===== config.mk =====
export PLATFORM = sky130hd
export DESIGN_NAME = vcc_top
export DESIGN_NICKNAME = d
export VERILOG_FILES = /design/src/rtl/vcc_pkg.sv /design/src/rtl/vcc_lcv_counter.sv /design/src/rtl/vcc_top.sv
export VERILOG_INCLUDE_DIRS = /design/src /design/src/rtl
export SDC_FILE = /design/constraint.sdc
export NUM_CORES = 1
export LEC_CHECK = 0
export BUFFER_PORTS_ARGS = -buffer_cell sky130_fd_sc_hd__buf_2
export CAP_MARGIN = 30
export CORE_MARGIN = 4
export CORE_UTILIZATION = 43
export CTS_CLUSTER_DIAMETER = 40
export DETAILED_ROUTE_END_ITERATION = 8
export GPL_TIMING_DRIVEN = 0
export SETUP_SLACK_MARGIN = 0.15
export SLEW_MARGIN = 0
export SYNTH_ARGS = -nofsm -noshare
export SYNTH_HDL_FRONTEND = slang
export SYNTH_SLANG_ARGS = --single-unit

===== constraint.sdc =====
create_clock -name core_clk -period 3.8 [get_ports core_clk]
set_input_delay 0.57 -clock core_clk [delete_from_list [all_inputs] [get_ports core_clk]]
set_output_delay 0.57 -clock core_clk [all_outputs]
set_load 0.03 [all_outputs]

===== src/rtl/vcc_map.svh =====
`ifndef VCC_MAP_SVH
`define VCC_MAP_SVH

// ----------------------------------------------------------------
// register offsets
// ----------------------------------------------------------------
`define VCC_OFS_CLKOUT    8'hE4
`define VCC_OFS_CNT_CTRL  8'hE5
`define VCC_OFS_LATCH_CLR 8'hE6
`define VCC_OFS_CNT_BYTE  8'hE8

// ----------------------------------------------------------------
// field positions
// ----------------------------------------------------------------
`define VCC_T1_RATE_MSB   7
`define VCC_T1_RATE_LSB   6
`define VCC_E1_RATE_MSB   5
`define VCC_E1_RATE_LSB   4
`define VCC_MON_SEL_BIT   7
`define VCC_READ_EN_BIT   6
`define VCC_CH_SEL_MSB    3
`define VCC_ALL_CLR_BIT   4
`define VCC_ALL_LATCH_BIT 3
`define VCC_BYTE_SEL_BIT  2
`define VCC_CH_LATCH_BIT  1
`define VCC_CH_CLR_BIT    0

// ----------------------------------------------------------------
// reset values and timing
// ----------------------------------------------------------------
`define VCC_RST_BYTE      8'h00
`define VCC_CORE_CLK_KHZ  64'd200000
`define VCC_T1_BASE_KHZ   64'd1544
`define VCC_E1_BASE_KHZ   64'd2048
`define VCC_CLR_HOLD_NS   1000
`define VCC_CLK_PERIOD_NS 5

`endif


===== src/rtl/vcc_pkg.sv =====
package vcc_pkg;
  typedef logic [7:0]  vcc_byte_t;
  typedef logic [15:0] vcc_count_t;
  typedef logic [3:0]  vcc_chsel_t;
  // multiple of the base reference rate
  typedef enum logic [1:0] {
    VCC_RATE_X1,
    VCC_RATE_X2,
    VCC_RATE_X4,
    VCC_RATE_X8
  } vcc_rate_t;
endpackage


===== src/rtl/vcc_lcv_counter.sv =====
`timescale 1ns/1ps
module vcc_lcv_counter #(
  parameter int W = 16
) (
  input  wire logic         core_clk,
  input  wire logic         sys_rst,
  input  wire logic         viol,
  input  wire logic         clr,
  output logic [W-1:0]      count_r,
  output logic              sat
);

  assign sat = &count_r;

  // ----------------------------------------------------------------
  // saturating count
  // ----------------------------------------------------------------
  always_ff @(posedge core_clk) begin
    if (sys_rst || clr) begin
      count_r <= '0;
    end else if (viol && !sat) begin
      count_r <= count_r + 1'b1;
    end
  end

  // ----------------------------------------------------------------
  // checks
  // ----------------------------------------------------------------
  a_sat_holds: assert property (
    @(posedge core_clk) disable iff (sys_rst)
    (sat && !clr) |=> (count_r == '1))
    else $error("saturated counter moved");

  a_clr_zeroes: assert property (
    @(posedge core_clk) disable iff (sys_rst)
    clr |=> (count_r == '0))
    else $error("clear did not zero counter");

  a_count_step: assert property (
    @(posedge core_clk) disable iff (sys_rst)
    (viol && !sat && !clr) |=> (count_r == $past(count_r) + 1'b1))
    else $error("violation not counted");

endmodule // vcc_lcv_counter


===== src/rtl/vcc_top.sv =====
// What this block does
// - t1 reference pin rate from bits 7:6
// - e1 reference pin rate from bits 5:4
// - 16-bit counter saturates and holds FFFFh
// - overflow flagged when counter saturated
// - monitor select picks violation or overflow
// - read enable gates counter byte readout
// - selector code minus one is channel
// - selector picks readout, latch and clear target
// - selector resets to none, code 0000
// - unused bits are plain storage, reset zero
// - clear zeroes counters; host holds 1us
// - channel latch copies live count to hold
// - byte select picks low or high byte
`timescale 1ns/1ps
`include "vcc_map.svh"
module vcc_top
  import vcc_pkg::*;
#(
  parameter int NCH = 14,
  parameter int CW  = 16
) (
  input  wire logic            core_clk,
  input  wire logic            sys_rst,
  input  wire logic [7:0]      host_addr,
  input  wire logic [7:0]      host_wdata,
  input  wire logic            host_wr,
  input  wire logic            host_rd,
  output logic      [7:0]      host_rdata,
  input  wire logic [NCH-1:0]  line_code_violation,
  output logic      [NCH-1:0]  monitor_status,
  output logic                 t1_ref_clock_pin,
  output logic                 e1_ref_clock_pin
);

  // ----------------------------------------------------------------
  // constants
  // ----------------------------------------------------------------
  // phase step so the accumulator msb runs at the base rate
  localparam logic [63:0] T1_STEP64 =
    (`VCC_T1_BASE_KHZ << 32) / `VCC_CORE_CLK_KHZ;
  localparam logic [63:0] E1_STEP64 =
    (`VCC_E1_BASE_KHZ << 32) / `VCC_CORE_CLK_KHZ;
  localparam logic [31:0] T1_STEP = T1_STEP64[31:0];
  localparam logic [31:0] E1_STEP = E1_STEP64[31:0];
  localparam int CLR_HOLD_CYC =
    `VCC_CLR_HOLD_NS / `VCC_CLK_PERIOD_NS;

  // ----------------------------------------------------------------
  // selector decode
  // ----------------------------------------------------------------
  function automatic logic chan_ok(input vcc_chsel_t sel);
    chan_ok = (sel != 4'h0) && (sel <= 4'(NCH));
  endfunction

  function automatic logic [3:0] chan_idx(input vcc_chsel_t sel);
    chan_idx = sel - 4'h1;
  endfunction

  // ----------------------------------------------------------------
  // registers
  // ----------------------------------------------------------------
  vcc_byte_t clkout_r;
  vcc_byte_t cnt_ctrl_r;
  vcc_byte_t latch_clr_r;
  logic      ch_latch_q_r;
  logic      all_latch_q_r;

  logic write_clkout;
  logic write_ctrl;
  logic write_latch;
  assign write_clkout = host_wr && (host_addr == `VCC_OFS_CLKOUT);
  assign write_ctrl   = host_wr && (host_addr == `VCC_OFS_CNT_CTRL);
  assign write_latch  = host_wr && (host_addr == `VCC_OFS_LATCH_CLR);

  // unused bits are kept as written with no function
  always_ff @(posedge core_clk) begin
    if (sys_rst) begin
      clkout_r <= `VCC_RST_BYTE;
    end else if (write_clkout) begin
      clkout_r <= host_wdata;
    end
  end

  always_ff @(posedge core_clk) begin
    if (sys_rst) begin
      cnt_ctrl_r <= `VCC_RST_BYTE;
    end else if (write_ctrl) begin
      cnt_ctrl_r <= host_wdata;
    end
  end

  always_ff @(posedge core_clk) begin
    if (sys_rst) begin
      latch_clr_r <= `VCC_RST_BYTE;
    end else if (write_latch) begin
      latch_clr_r <= host_wdata;
    end
  end

  vcc_rate_t  t1_ref_clock_rate_sel;
  vcc_rate_t  e1_ref_clock_rate_sel;
  logic       violation_or_overflow_monitor_sel;
  logic       violation_count_read_en;
  vcc_chsel_t violation_counter_channel_sel;
  logic       all_channel_count_clear;
  logic       all_channel_count_latch;
  logic       count_byte_sel;
  logic       channel_count_latch;
  logic       channel_count_clear;

  assign t1_ref_clock_rate_sel = vcc_rate_t'(
    clkout_r[`VCC_T1_RATE_MSB:`VCC_T1_RATE_LSB]);
  assign e1_ref_clock_rate_sel = vcc_rate_t'(
    clkout_r[`VCC_E1_RATE_MSB:`VCC_E1_RATE_LSB]);
  assign violation_or_overflow_monitor_sel = cnt_ctrl_r[`VCC_MON_SEL_BIT];
  assign violation_count_read_en = cnt_ctrl_r[`VCC_READ_EN_BIT];
  assign violation_counter_channel_sel = cnt_ctrl_r[`VCC_CH_SEL_MSB:0];
  assign all_channel_count_clear = latch_clr_r[`VCC_ALL_CLR_BIT];
  assign all_channel_count_latch = latch_clr_r[`VCC_ALL_LATCH_BIT];
  assign count_byte_sel          = latch_clr_r[`VCC_BYTE_SEL_BIT];
  assign channel_count_latch     = latch_clr_r[`VCC_CH_LATCH_BIT];
  assign channel_count_clear     = latch_clr_r[`VCC_CH_CLR_BIT];

  logic       sel_ok;
  logic [3:0] sel_idx;
  assign sel_ok  = chan_ok(violation_counter_channel_sel);
  assign sel_idx = chan_idx(violation_counter_channel_sel);

  // latch fires once per 0-to-1 write, not every cycle the bit stays set
  logic ch_latch_go;
  logic all_latch_go;
  assign ch_latch_go  = channel_count_latch && !ch_latch_q_r;
  assign all_latch_go = all_channel_count_latch && !all_latch_q_r;

  always_ff @(posedge core_clk) begin
    if (sys_rst) begin
      ch_latch_q_r  <= 1'b0;
      all_latch_q_r <= 1'b0;
    end else begin
      ch_latch_q_r  <= channel_count_latch;
      all_latch_q_r <= all_channel_count_latch;
    end
  end

  // ----------------------------------------------------------------
  // counters and holding registers
  // ----------------------------------------------------------------
  logic [CW-1:0] live_cnt [NCH];
  logic [CW-1:0] hold_r   [NCH];
  logic [NCH-1:0] ovf;

  genvar g;
  generate
    for (g = 0; g < NCH; g++) begin : g_ch
      logic clr_this;
      // clear acts as long as the host keeps the bit set
      assign clr_this = all_channel_count_clear ||
        (channel_count_clear && sel_ok && (sel_idx == 4'(g)));

      vcc_lcv_counter #(
        .W (CW)
      ) u_cnt (
        .core_clk (core_clk),
        .sys_rst  (sys_rst),
        .viol     (line_code_violation[g]),
        .clr      (clr_this),
        .count_r  (live_cnt[g]),
        .sat      (ovf[g])
      );

      always_ff @(posedge core_clk) begin
        if (sys_rst) begin
          hold_r[g] <= '0;
        end else if (all_latch_go ||
          (ch_latch_go && sel_ok && (sel_idx == 4'(g)))) begin
          hold_r[g] <= live_cnt[g];
        end
      end
    end
  endgenerate

  // ----------------------------------------------------------------
  // monitor status
  // ----------------------------------------------------------------
  always_ff @(posedge core_clk) begin
    if (sys_rst) begin
      monitor_status <= '0;
    end else if (violation_or_overflow_monitor_sel) begin
      monitor_status <= ovf;
    end else begin
      monitor_status <= line_code_violation;
    end
  end

  // ----------------------------------------------------------------
  // register readback
  // ----------------------------------------------------------------
  vcc_byte_t rd_mux;
  logic [CW-1:0] sel_hold;
  assign sel_hold = sel_ok ? hold_r[sel_idx] : '0;

  always_comb begin
    rd_mux = 8'h00;
    case (host_addr)
      `VCC_OFS_CLKOUT:    rd_mux = clkout_r;
      `VCC_OFS_CNT_CTRL:  rd_mux = cnt_ctrl_r;
      `VCC_OFS_LATCH_CLR: rd_mux = latch_clr_r;
      `VCC_OFS_CNT_BYTE: begin
        if (violation_count_read_en && sel_ok) begin
          rd_mux = count_byte_sel ? sel_hold[15:8] : sel_hold[7:0];
        end
      end
      default:            rd_mux = 8'h00;
    endcase
  end

  always_ff @(posedge core_clk) begin
    if (sys_rst) begin
      host_rdata <= 8'h00;
    end else if (host_rd) begin
      host_rdata <= rd_mux;
    end
  end

  // ----------------------------------------------------------------
  // reference clock synthesis
  // ----------------------------------------------------------------
  // fractional accumulators: edges jitter by one core period, which
  // is the price of running every rate off the single core clock
  logic [31:0] t1_acc_r;
  logic [31:0] e1_acc_r;

  always_ff @(posedge core_clk) begin
    if (sys_rst) begin
      t1_acc_r <= '0;
    end else begin
      t1_acc_r <= t1_acc_r + (T1_STEP << t1_ref_clock_rate_sel);
    end
  end

  always_ff @(posedge core_clk) begin
    if (sys_rst) begin
      e1_acc_r <= '0;
    end else begin
      e1_acc_r <= e1_acc_r + (E1_STEP << e1_ref_clock_rate_sel);
    end
  end

  always_ff @(posedge core_clk) begin
    if (sys_rst) begin
      t1_ref_clock_pin <= 1'b0;
      e1_ref_clock_pin <= 1'b0;
    end else begin
      t1_ref_clock_pin <= t1_acc_r[31];
      e1_ref_clock_pin <= e1_acc_r[31];
    end
  end

  // ----------------------------------------------------------------
  // checks
  // ----------------------------------------------------------------
  logic [7:0] clr_len_r;
  always_ff @(posedge core_clk) begin
    if (sys_rst || !all_channel_count_clear) begin
      clr_len_r <= '0;
    end else if (clr_len_r != 8'hFF) begin
      clr_len_r <= clr_len_r + 8'h01;
    end
  end

  a_t1_step: assert property (
    @(posedge core_clk) disable iff (sys_rst)
    !$past(sys_rst) |->
      t1_acc_r == $past(t1_acc_r) + (T1_STEP << $past(clkout_r[7:6])))
    else $error("t1 accumulator step wrong for rate");

  a_e1_step: assert property (
    @(posedge core_clk) disable iff (sys_rst)
    !$past(sys_rst) |->
      e1_acc_r == $past(e1_acc_r) + (E1_STEP << $past(clkout_r[5:4])))
    else $error("e1 accumulator step wrong for rate");

  a_regs_reset: assert property (
    @(posedge core_clk)
    $past(sys_rst) |->
      (clkout_r == 8'h00 && cnt_ctrl_r == 8'h00 && !sel_ok))
    else $error("registers not cleared by reset");

  a_mon_follow: assert property (
    @(posedge core_clk) disable iff (sys_rst)
    ##1 monitor_status == ($past(cnt_ctrl_r[7]) ?
      $past(ovf) : $past(line_code_violation)))
    else $error("monitor status does not follow select");

  a_read_gated: assert property (
    @(posedge core_clk) disable iff (sys_rst)
    (host_rd && host_addr == `VCC_OFS_CNT_BYTE &&
      (!cnt_ctrl_r[6] || cnt_ctrl_r[3:0] == 4'h0 ||
       cnt_ctrl_r[3:0] == 4'hF)) |=> (host_rdata == 8'h00))
    else $error("counter byte readable while gated off");

  a_read_byte: assert property (
    @(posedge core_clk) disable iff (sys_rst)
    (host_rd && host_addr == `VCC_OFS_CNT_BYTE && cnt_ctrl_r[6] &&
      sel_ok) |=> (host_rdata == ($past(latch_clr_r[2]) ?
      $past(hold_r[sel_idx][15:8]) : $past(hold_r[sel_idx][7:0]))))
    else $error("wrong counter byte returned");

  a_latch_copy: assert property (
    @(posedge core_clk) disable iff (sys_rst)
    (ch_latch_go && sel_ok) |=> (hold_r[$past(sel_idx)] ==
      $past(live_cnt[sel_idx])))
    else $error("latch did not copy live count");

  a_clr_all: assert property (
    @(posedge core_clk) disable iff (sys_rst)
    all_channel_count_clear |=> (live_cnt[0] == '0 &&
      live_cnt[NCH-1] == '0))
    else $error("clear all left a counter nonzero");

  a_clr_len: assert property (
    @(posedge core_clk) disable iff (sys_rst)
    (clr_len_r == 8'(CLR_HOLD_CYC)) |-> (live_cnt[0] == '0))
    else $error("counter nonzero during held clear");

  c_high_byte: cover property (
    @(posedge core_clk) disable iff (sys_rst)
    host_rd && host_addr == `VCC_OFS_CNT_BYTE && sel_ok &&
      violation_count_read_en && count_byte_sel);

  c_overflow_mon: cover property (
    @(posedge core_clk) disable iff (sys_rst)
    violation_or_overflow_monitor_sel && (monitor_status != '0));

  c_latch_all: cover property (
    @(posedge core_clk) disable iff (sys_rst) all_latch_go);

  c_fast_t1: cover property (
    @(posedge core_clk) disable iff (sys_rst)
    t1_ref_clock_rate_sel == VCC_RATE_X8 && $rose(t1_ref_clock_pin));

endmodule // vcc_top


==> flow_summary.json, run 1 <==
{
  "status": "finished clean",
  "syn_nets": 2687,
  "cts.sinks": 562,
  "wirelength_mm": 70.8,
  "cts_hold_buffers": 0,
  "crit_end": "host_rdata[4]$_SDFFE_PP0P_",
  "synth.most_common_cell": "nor2_1",
  "area_delta_synth_final_pct": 18.7,
  "critPathMaxFanout": 10,
  "nNetsFinal": 2850,
  "ys.flop_type": "dfxtp_1",
  "finalCritPeriodShare_pct": 93.3,
  "fp.coreArea_um2": 61900,
  "fin_area_um2": 32000,
  "die_h_um": 259,
  "drtAntennaViolNets": 0,
  "start_util_pct": 43.6,
  "seqCellArea_um2": 13500,
  "worst_slew_pin_slew_ns": 0.994,
  "rsz0062_at_grt": "false",
  "rr_startpoint": "cnt_ctrl_r[0]$_SDFFE_PP0P_",
  "synth_cells": 2581,
  "cts_buffers": 98,
  "root_buffer": "clkbuf_16",
  "arrival_ns": 4.08,
  "leakage_nw": 12.1,
  "ff2ff_path_depth": 12,
  "synth_area_um2": 27000,
  "grt-ovfl-total": 0,
  "io_buffers": 57,
  "ios": 58,
  "finClkSkew_ns": 0.0255,
  "hp-class": "input pin to flip-flop",
  "diodes": 0,
  "r2r_slack_ns": 0.25,
  "hold_violations": 0,
  "yosysWarnings": 0,
  "die_area_um2": 66900,
  "clkTransAtPathRegs_ns": 0.06,
  "multiInputGateArea_um2": 13100,
  "clock_latency_ns": 0.64,
  "cp_slowest_cell": "mux4_2",
  "ctsHtreeMaxLevel": 3,
  "avgRoutedWirePerCell_um": 19.3,
  "p_per_area_nw_per_um2": 542,
  "crit_start": "cnt_ctrl_r[0]$_SDFFE_PP0P_",
  "fillers": 5545,
  "initialDrtViolationCount": 1349,
  "grtUsageTotal_pct": 21.0,
  "fin_util_pct": 51.7,
  "relSlewSlack_pct": 33.7,
  "post_dp_cell_area_um2": 28400,
  "synth_area_per_cell_um2": 10.5,
  "grt_max_degree": 17,
  "timing.max_cap.violations": 0,
  "cp_cell_sequence": "buf_2 > buf_6 > buf_6 > inv_1 > ha_1 > buf_4 > buf_4 > mux4_2 > mux4_2 > mux2i_2 > o22ai_1 > a22o_1",
  "hpwl_mm": 51.5,
  "synthTopCellsByCount": "nor2_1 (355), dfxtp_1 (338), and2_1 (245)",
  "synth-seq-cells": 562,
  "synth_edf_count": 224,
  "hold_slack_ns": 0.213,
  "post-route-drc-count": 0,
  "fin_ws_ns": 0.254,
  "r2r_end": "host_rdata[4]$_SDFFE_PP0P_",
  "required_ns": 4.33,
  "vdd_drop_max_mv": 0.371,
  "synthArstFlopShare_pct": 0,
  "layout_min_cycle_time_ns": 3.55,
  "drt-pass1-iter-count": 5,
  "ys_top_cells_by_area": "dfxtp_1 (25%), edfxtp_1 (25%), and2_1 (5.7%)",
  "setup_violations": 0,
  "cts_tree": "yes",
  "path_class": "flip-flop to flip-flop",
  "layout-drive-gt1-share_pct": 15.1,
  "pre_cts_slack_ns": -1.17,
  "vias_per_cell": 5.36,
  "gp_congestion": 0.920,
  "grt_pass1_vias": 19402,
  "vias": 19654,
  "fmax_ghz": 0.282,
  "grt_pass1_wl_mm": 110,
  "clockBufferDepth": 3,
  "slew_viol_final": 0,
  "cpPeakStageDelay_ns": 0.51,
  "yosys.cell_types.count": 94,
  "start_kind": "flip-flop",
  "synth_top_area_share_pct": 25.1,
  "antenna_found_initial": 1,
  "placementRows": 91,
  "die_w_um": 259,
  "yosys.area.top_type": "dfxtp_1",
  "ys_seq_area_share_pct": 50.0,
  "critPathCaptureType": "flip-flop"
}
-- layout by cell type, fill, tap and decap left out, drive strengths merged, types with 14 or more instances in the layout --
| cell type | count |
|---|---|
| a21o | 14 |
| a21oi | 102 |
| and2 | 246 |
| and3 | 38 |
| and4 | 22 |
| buf | 99 |
| clkbuf | 160 |
| clkinv | 30 |
| clkinvlp | 17 |
| dfxtp | 338 |
| edfxtp | 224 |
| ha | 71 |
| inv | 64 |
| mux2 | 20 |
| mux2i | 58 |
| mux4 | 64 |
| nand2 | 186 |
| nand2b | 15 |
| nand3 | 83 |
| nand4 | 65 |
| nor2 | 356 |
| nor2b | 27 |
| nor3 | 41 |
| o21ai | 63 |
| or3 | 27 |
| xnor2 | 76 |
| xor2 | 158 |
-- metrics by stage --
| step | power [mW] | TNS (ns) | cells |
|---|---|---|---|
| finish | 17.4 | 0 | 3665 |
| global route | 18.0 | 0 | 3665 |
| CTS | 17.5 | 0 | 3662 |
| detailed placement | 8.35 | -23.21 | 3478 |
| global placement | 8.31 | -22.18 | 3475 |
| floorplan | 7.92 | 0 | 2581 |
-- worst min-delay path by stage --
stage,from,endpoint,depth (start not counted)
finish,line_code_violation[4],monitor_status[4]$_SDFF_PP0_,3
global route,host_wdata[4],clkout_r[4]$_SDFFE_PP0P_,3
CTS,host_wdata[4],clkout_r[4]$_SDFFE_PP0P_,3
detailed placement,g_ch[0].u_cnt.count_r[11]$_SDFFE_PP0P_,g_ch[0].u_cnt.count_r[11]$_SDFFE_PP0P_,2
global placement,host_rdata[6]$_SDFFE_PP0P_,host_rdata[6]$_SDFFE_PP0P_,1
floorplan,e1_acc_r[31]$_SDFF_PP0_,e1_ref_clock_pin$_SDFF_PP0_,1
-- where the power goes --
part	total [mW]	internal [mW]	switching (mW)
Sequential	6.74	6.56	0.187
Combinational	1.53	0.610	0.923
Clock	9.10	5.84	3.26
-- worst max-delay path, delay by kind of cell (launching register included) --
family / cells / cell delay, ns
AO/OA/AOI/OAI: 2 / 0.35
adder cells (fa/ha/maj): 1 / 0.34
buffers and inverters: 6 / 1.18
flip-flops: 1 / 0.37
multiplexers: 3 / 1.19
-- layout make-up --
class / count / area share, %
clock buffers: 106 / 8.01
clock inverters: 78 / 2.80
flip-flops and latches: 562 / 42.1
multi-input cells: 1883 / 40.8
well taps: 837 / 3.27
plain buffers: 90 / 1.34
inverters: 46 / 0.539
repair buffers: 63 / 1.10
-- cells by family (layout without fill, tap and decap cells) --
kind of cell	after synthesis	in the layout	share of synthesized area, %
simple gates	1151	1151	21.6
compound gates	284	284	6.93
mux	142	142	8.34
flops	562	562	50.0
buf+inv	136	383	2.10
fa+ha+maj	72	72	3.36
xor+xnor	234	234	7.72
-- what timing repair did --
item                       CTS  global route
setup buffers                0             2
setup endpoints to repair  530           334
pin swaps                    0             2
resized for setup           23            35
-- per-layer routing --
layer  share of wire, %  up-vias  GRT usage (%)  wire length [µm]
met5                  0        -              0                 0
li1                   -     9481              -                 -
met4                3.8        0           8.02              2710
met1                 45     9549           28.6             32100
met3                6.0      132           4.63              4220
met2                 45      492           32.8             31800
-- sequential cells by signal, indices dropped and copies added (netlist names) --
register,flops
e1_acc_r,32
cnt_ctrl_r,8
host_rdata,8
ch_latch_q_r,1
all_latch_q_r,1
latch_clr_r,8
clkout_r,8
g_ch.u_cnt.count_r,224
e1_ref_clock_pin,1
monitor_status,14
t1_acc_r,32
hold_r,224
t1_ref_clock_pin,1
No activity file was read; power rests on OpenSTA's default activity.
==> run 2, diff against run 1 <==
--- a/config.mk
+++ b/config.mk
@@ -8,6 +8,7 @@
 export LEC_CHECK = 0
 export BUFFER_PORTS_ARGS = -buffer_cell sky130_fd_sc_hd__buf_2
 export CAP_MARGIN = 30
+export CORE_ASPECT_RATIO = 0.75
 export CORE_MARGIN = 4
 export CORE_UTILIZATION = 43
 export CTS_CLUSTER_DIAMETER = 40
==> flow_summary.json, run 2 (synthesis gave the netlist of run 1 again) <==
{
  "grt_pass1_vias": 18434,
  "required_ns": 4.31,
  "power_switching_mw": 4.02,
  "layout_min_cycle_time_ns": 3.62,
  "placementRows": 79,
  "diodes": 0,
  "start_util_pct": 43.5,
  "p_per_area_nw_per_um2": 499,
  "path_class": "flip-flop to flip-flop",
  "finClkSkew_ns": 0.0222,
  "wirelength_mm": 71.1,
  "cts_buffers": 77,
  "grt_pass1_wl_mm": 109,
  "p_clk_share_pct": 46.6,
  "vias": 19623,
  "area_delta_synth_final_pct": 15.1,
  "cts_tree": "yes",
  "clock_latency_ns": 0.62,
  "initialDrtViolationCount": 1664,
  "hp-class": "input pin to flip-flop",
  "post_dp_cell_area_um2": 28400,
  "vdd_drop_max_mv": 0.322,
  "grtUsageTotal_pct": 20.9,
  "finalCritPeriodShare_pct": 95.3,
  "r2r_slack_ns": 0.18,
  "grt_max_degree": 17,
  "hold_slack_ns": 0.241,
  "leakage_nw": 11.7,
  "gp_congestion": 0.925,
  "arrival_ns": 4.13,
  "fillers": 5540,
  "avgRoutedWirePerCell_um": 19.8,
  "crit_end": "host_rdata[6]$_SDFFE_PP0P_",
  "clockBufferDepth": 3,
  "fmax_ghz": 0.276,
  "seqPwrFrac_pct": 43.5,
  "p_int_mw": 11.5,
  "reg_top3": "g_ch.u_cnt.count_r x224, hold_r x224",
  "swShare_pct": 26.0,
  "setup_violations": 0,
  "total_power_mw": 15.5,
  "nNetsFinal": 2829,
  "rsz0062_at_grt": "true",
  "hold_violations": 0,
  "die_h_um": 225,
  "vias_per_cell": 5.46,
  "timing.max_cap.violations": 0,
  "fin_area_um2": 31100,
  "die_w_um": 297,
  "stdcell_count": 3597,
  "slew_viol_final": 0,
  "p_comb_share_pct": 9.9,
  "post-route-drc-count": 0,
  "critPathCaptureType": "flip-flop",
  "min_path_cells": 3,
  "worst_slew_pin_slew_ns": 1.06,
  "cts.sinks": 562,
  "ctsHtreeMaxLevel": 3,
  "io_buffers": 57,
  "fp.coreArea_um2": 62100,
  "layout-drive-gt1-share_pct": 13.4,
  "drtAntennaViolNets": 0,
  "final_cell_mix": "nor2_1 (355), dfxtp_1 (335), and2_1 (245)",
  "ios": 58,
  "die_area_um2": 66900,
  "dp_cells": 3453,
  "grt-ovfl-total": 0,
  "hpwl_mm": 53.4,
  "ff2ff_path_depth": 12,
  "antenna_found_initial": 3,
  "r2r_end": "host_rdata[6]$_SDFFE_PP0P_",
  "drt-pass1-iter-count": 7,
  "rr_startpoint": "cnt_ctrl_r[0]$_SDFFE_PP0P_",
  "crit_start": "cnt_ctrl_r[0]$_SDFFE_PP0P_",
  "critPathMaxFanout": 10,
  "start_kind": "flip-flop",
  "root_buffer": "clkbuf_16",
  "clkTransAtPathRegs_ns": 0.06,
  "status": "finished clean",
  "relSlewSlack_pct": 29.1,
  "layout_commonest_cell": "nor2_1"
}
run 2: stage by stage:
stage	TNS, ns	util, %	worst slack [ns]
after detailed placement	-13.15	45.7	-0.854
after CTS	0	49.9	0.0652
after global placement	-16.10	45.6	-0.825
after global routing	0	50.1	0.0267
final	0	50.1	0.180
after floorplan	0	-	0.364
run 2: what timing repair did:
item                                    CTS  global route
resized for setup                        13            33
pin swaps                                 0             3
buffers inserted                          0             2
endpoints found under the setup margin  354           295
hold buffers                              0             0
run 2: power groups by stage:
stage                     clock, mW  combinational, mW  sequential [mW]
final                          7.21               1.54             6.74
after global routing           7.63               1.70             6.76
after CTS                      7.36               1.51             6.74
after detailed placement          0               1.50             6.86
after global placement            0               1.46             6.85
after floorplan                   0               1.12             6.80
run 2: how the worst min path moves through the flow:
stage                                       start                             to  slack [ns]
after floorplan           e1_acc_r[31]$_SDFF_PP0_    e1_ref_clock_pin$_SDFF_PP0_        0.45
after global placement    e1_acc_r[31]$_SDFF_PP0_    e1_ref_clock_pin$_SDFF_PP0_        0.47
after detailed placement  e1_acc_r[31]$_SDFF_PP0_    e1_ref_clock_pin$_SDFF_PP0_        0.48
after CTS                 line_code_violation[13]  monitor_status[13]$_SDFF_PP0_        0.21
after global routing      line_code_violation[13]  monitor_status[13]$_SDFF_PP0_        0.23
final                      line_code_violation[6]   monitor_status[6]$_SDFF_PP0_        0.24
run 2: area by class of cell:
type	count	area, µm²	area share (%)
Sequential cell	562	13500	43.5
Multi-Input combinational cell	1883	13000	41.9
Clock buffer	94	2100	6.75
Tap cell	810	1010	3.26
Clock inverter	49	498	1.60
Buffer	89	414	1.33
Timing Repair Buffer	64	360	1.16
Inverter	46	173	0.556
run 2: per-layer routing:
layer  vias to the layer above  share of wire [%]  track usage (%)
li1                       9444                  -                -
met1                      9470                 50             32.2
met2                       595                 39             28.4
met3                       112                7.9             5.86
met4                         2                2.4             5.67
met5                         -             0.0098                0
run 2: worst max-delay path: stages (launching register included):
cell,delay [ns]
dfxtp_1,0.37
buf_2,0.20
buf_6,0.19
clkbuf_4,0.26
inv_1,0.11
ha_1,0.33
clkbuf_4,0.24
buf_4,0.26
mux4_2,0.39
mux4_2,0.48
mux2i_1,0.33
o22ai_1,0.14
a22o_1,0.22
==> run 3, diff against run 2 <==
--- a/config.mk
+++ b/config.mk
@@ -9,7 +9,7 @@
 export BUFFER_PORTS_ARGS = -buffer_cell sky130_fd_sc_hd__buf_2
 export CAP_MARGIN = 30
 export CORE_ASPECT_RATIO = 0.75
-export CORE_MARGIN = 4
+export CORE_MARGIN = 1
 export CORE_UTILIZATION = 43
 export CTS_CLUSTER_DIAMETER = 40
 export DETAILED_ROUTE_END_ITERATION = 8
==> flow_summary.json, run 3 (synthesis gave the netlist of run 1 again) <==
{
  "status": "finished clean",
  "pre_cts_slack_ns": -0.836,
  "hold_violations": 0,
  "die_w_um": 291,
  "slew_viol_final": 0,
  "cp_cell_sequence": "nand2b_1 > clkdlybuf4s15_1 > nor2b_1 > clkbuf_1 > nand2_1",
  "crit_family": "simple AND/OR/NAND/NOR gates",
  "post-route-drc-count": 0,
  "dp_cells": 3453,
  "grt_pass1_wl_mm": 110,
  "cp_slowest_cell": "clkdlybuf4s15_1",
  "ios": 58,
  "drtAntennaViolNets": 0,
  "hpwl_mm": 54.1,
  "final_cell_mix": "nor2_1 (355), dfxtp_1 (335), and2_1 (245)",
  "io_buffers": 57,
  "cts_buffers": 81,
  "timing.max_cap.violations": 0,
  "arrival_ns": 3.69,
  "post_dp_cell_area_um2": 28400,
  "fin_ws_ns": 0.271,
  "ctsHtreeMaxLevel": 3,
  "leakage_nw": 11.7,
  "critPathBufInv": 2,
  "vdd_drop_max_mv": 0.316,
  "finClkSkew_ns": 0.0343,
  "layout_min_cycle_time_ns": 3.53,
  "start_kind": "flip-flop",
  "grtUsageTotal_pct": 22.4,
  "fmax_ghz": 0.283,
  "wirelength_mm": 71.9,
  "required_ns": 3.96,
  "layout-drive-gt1-share_pct": 14.0,
  "diodes": 0,
  "hp-class": "input pin to flip-flop",
  "min_path_cells": 3,
  "critPathCaptureType": "flip-flop",
  "critPathMaxFanout": 16,
  "antenna_found_initial": 2,
  "path_class": "flip-flop to flip-flop",
  "grt-ovfl-total": 0,
  "cpPeakStageDelay_ns": 0.70,
  "reg_top3": "g_ch.u_cnt.count_r x224, hold_r x224",
  "p_per_area_nw_per_um2": 503,
  "grt_pass1_vias": 18770,
  "stdcell_count": 3602,
  "grt_max_degree": 17,
  "clkTransAtPathRegs_ns": 0.06,
  "finalCritPeriodShare_pct": 92.9,
  "ff2ff_path_depth": 5,
  "avgRoutedWirePerCell_um": 20.0,
  "start_util_pct": 43.5,
  "area_delta_synth_final_pct": 15.7,
  "setup_violations": 0,
  "clock_latency_ns": 0.62,
  "root_buffer": "clkbuf_16",
  "cts.sinks": 562,
  "cts_hold_buffers": 0,
  "fin_area_um2": 31200,
  "placementRows": 79,
  "critical_path_depth": 5,
  "clockBufferDepth": 3,
  "initialDrtViolationCount": 1837,
  "vias_per_cell": 5.51,
  "worst_slew_pin_slew_ns": 1.21,
  "cts_tree": "yes",
  "gp_congestion": 0.894,
  "die_h_um": 219,
  "vias": 19840,
  "rsz0062_at_grt": "true",
  "fin_util_pct": 50.3,
  "die_area_um2": 63800,
  "drt-pass1-iter-count": 5,
  "fp.coreArea_um2": 62100,
  "nNetsFinal": 2833,
  "layout_commonest_cell": "nor2_1",
  "relSlewSlack_pct": 19.3
}
## run 3: final timing paths
path | from | end | slack (ns)
worst min register to register | t1_acc_r[24]$_SDFF_PP0_ | t1_acc_r[24]$_SDFF_PP0_ | 0.49
worst min-delay path | line_code_violation[6] | monitor_status[6]$_SDFF_PP0_ | 0.24
worst max-delay path | latch_clr_r[3]$_SDFFE_PP0P_ | hold_r[7][1]$_SDFFCE_PN0P_ | 0.27
worst max register to register | latch_clr_r[3]$_SDFFE_PP0P_ | hold_r[7][1]$_SDFFCE_PN0P_ | 0.27
## run 3: report_power, final
part           switching, mW  internal [mW]  total [mW]
clock                   2.97           4.44        7.40
sequential             0.191           6.55        6.74
combinational          0.941          0.606        1.55
total                   4.10           11.6        15.7
## run 3: area by class of cell
| type | count | area [µm²] |
|---|---|---|
| repair buffers | 65 | 363 |
| flip-flops and latches | 562 | 13500 |
| fillers | 5594 | 30800 |
| plain buffers | 88 | 427 |
| well taps | 810 | 1010 |
| multi-input cells | 1883 | 13100 |
| inverters | 46 | 176 |
| clock buffers | 96 | 2160 |
| clock inverters | 52 | 517 |
## run 3: per-layer routing
layer  track usage, %  up-vias  part of all wire (%)
li1                 -     9448                     -
met1             34.9     9676                    51
met2             31.8      615                    41
met3             3.74      101                   6.3
met4             5.81        0                   2.0
met5                0        -                     0
## run 3: through the flow
step | TNS, ns | hold WS (ns) | power [mW]
global route | 0 | 0.237 | 16.3
detailed placement | -14.02 | 0.488 | 8.37
finish | 0 | 0.245 | 15.7
CTS | 0 | 0.204 | 15.8
floorplan | 0 | 0.454 | 7.92
global placement | -17.95 | 0.473 | 8.32
## run 3: what timing repair did
item                                   4_1_cts  5_1_grt
pin swaps                                    0        2
setup buffers                                0        3
endpoints found under the hold margin        0        0
resized for setup                           16       50
setup endpoints to repair                  379      357
## run 3: worst min-delay path: stages
cell and delay, ns:
buf_2 0.10, mux2i_1 0.06, nor2_1 0.08
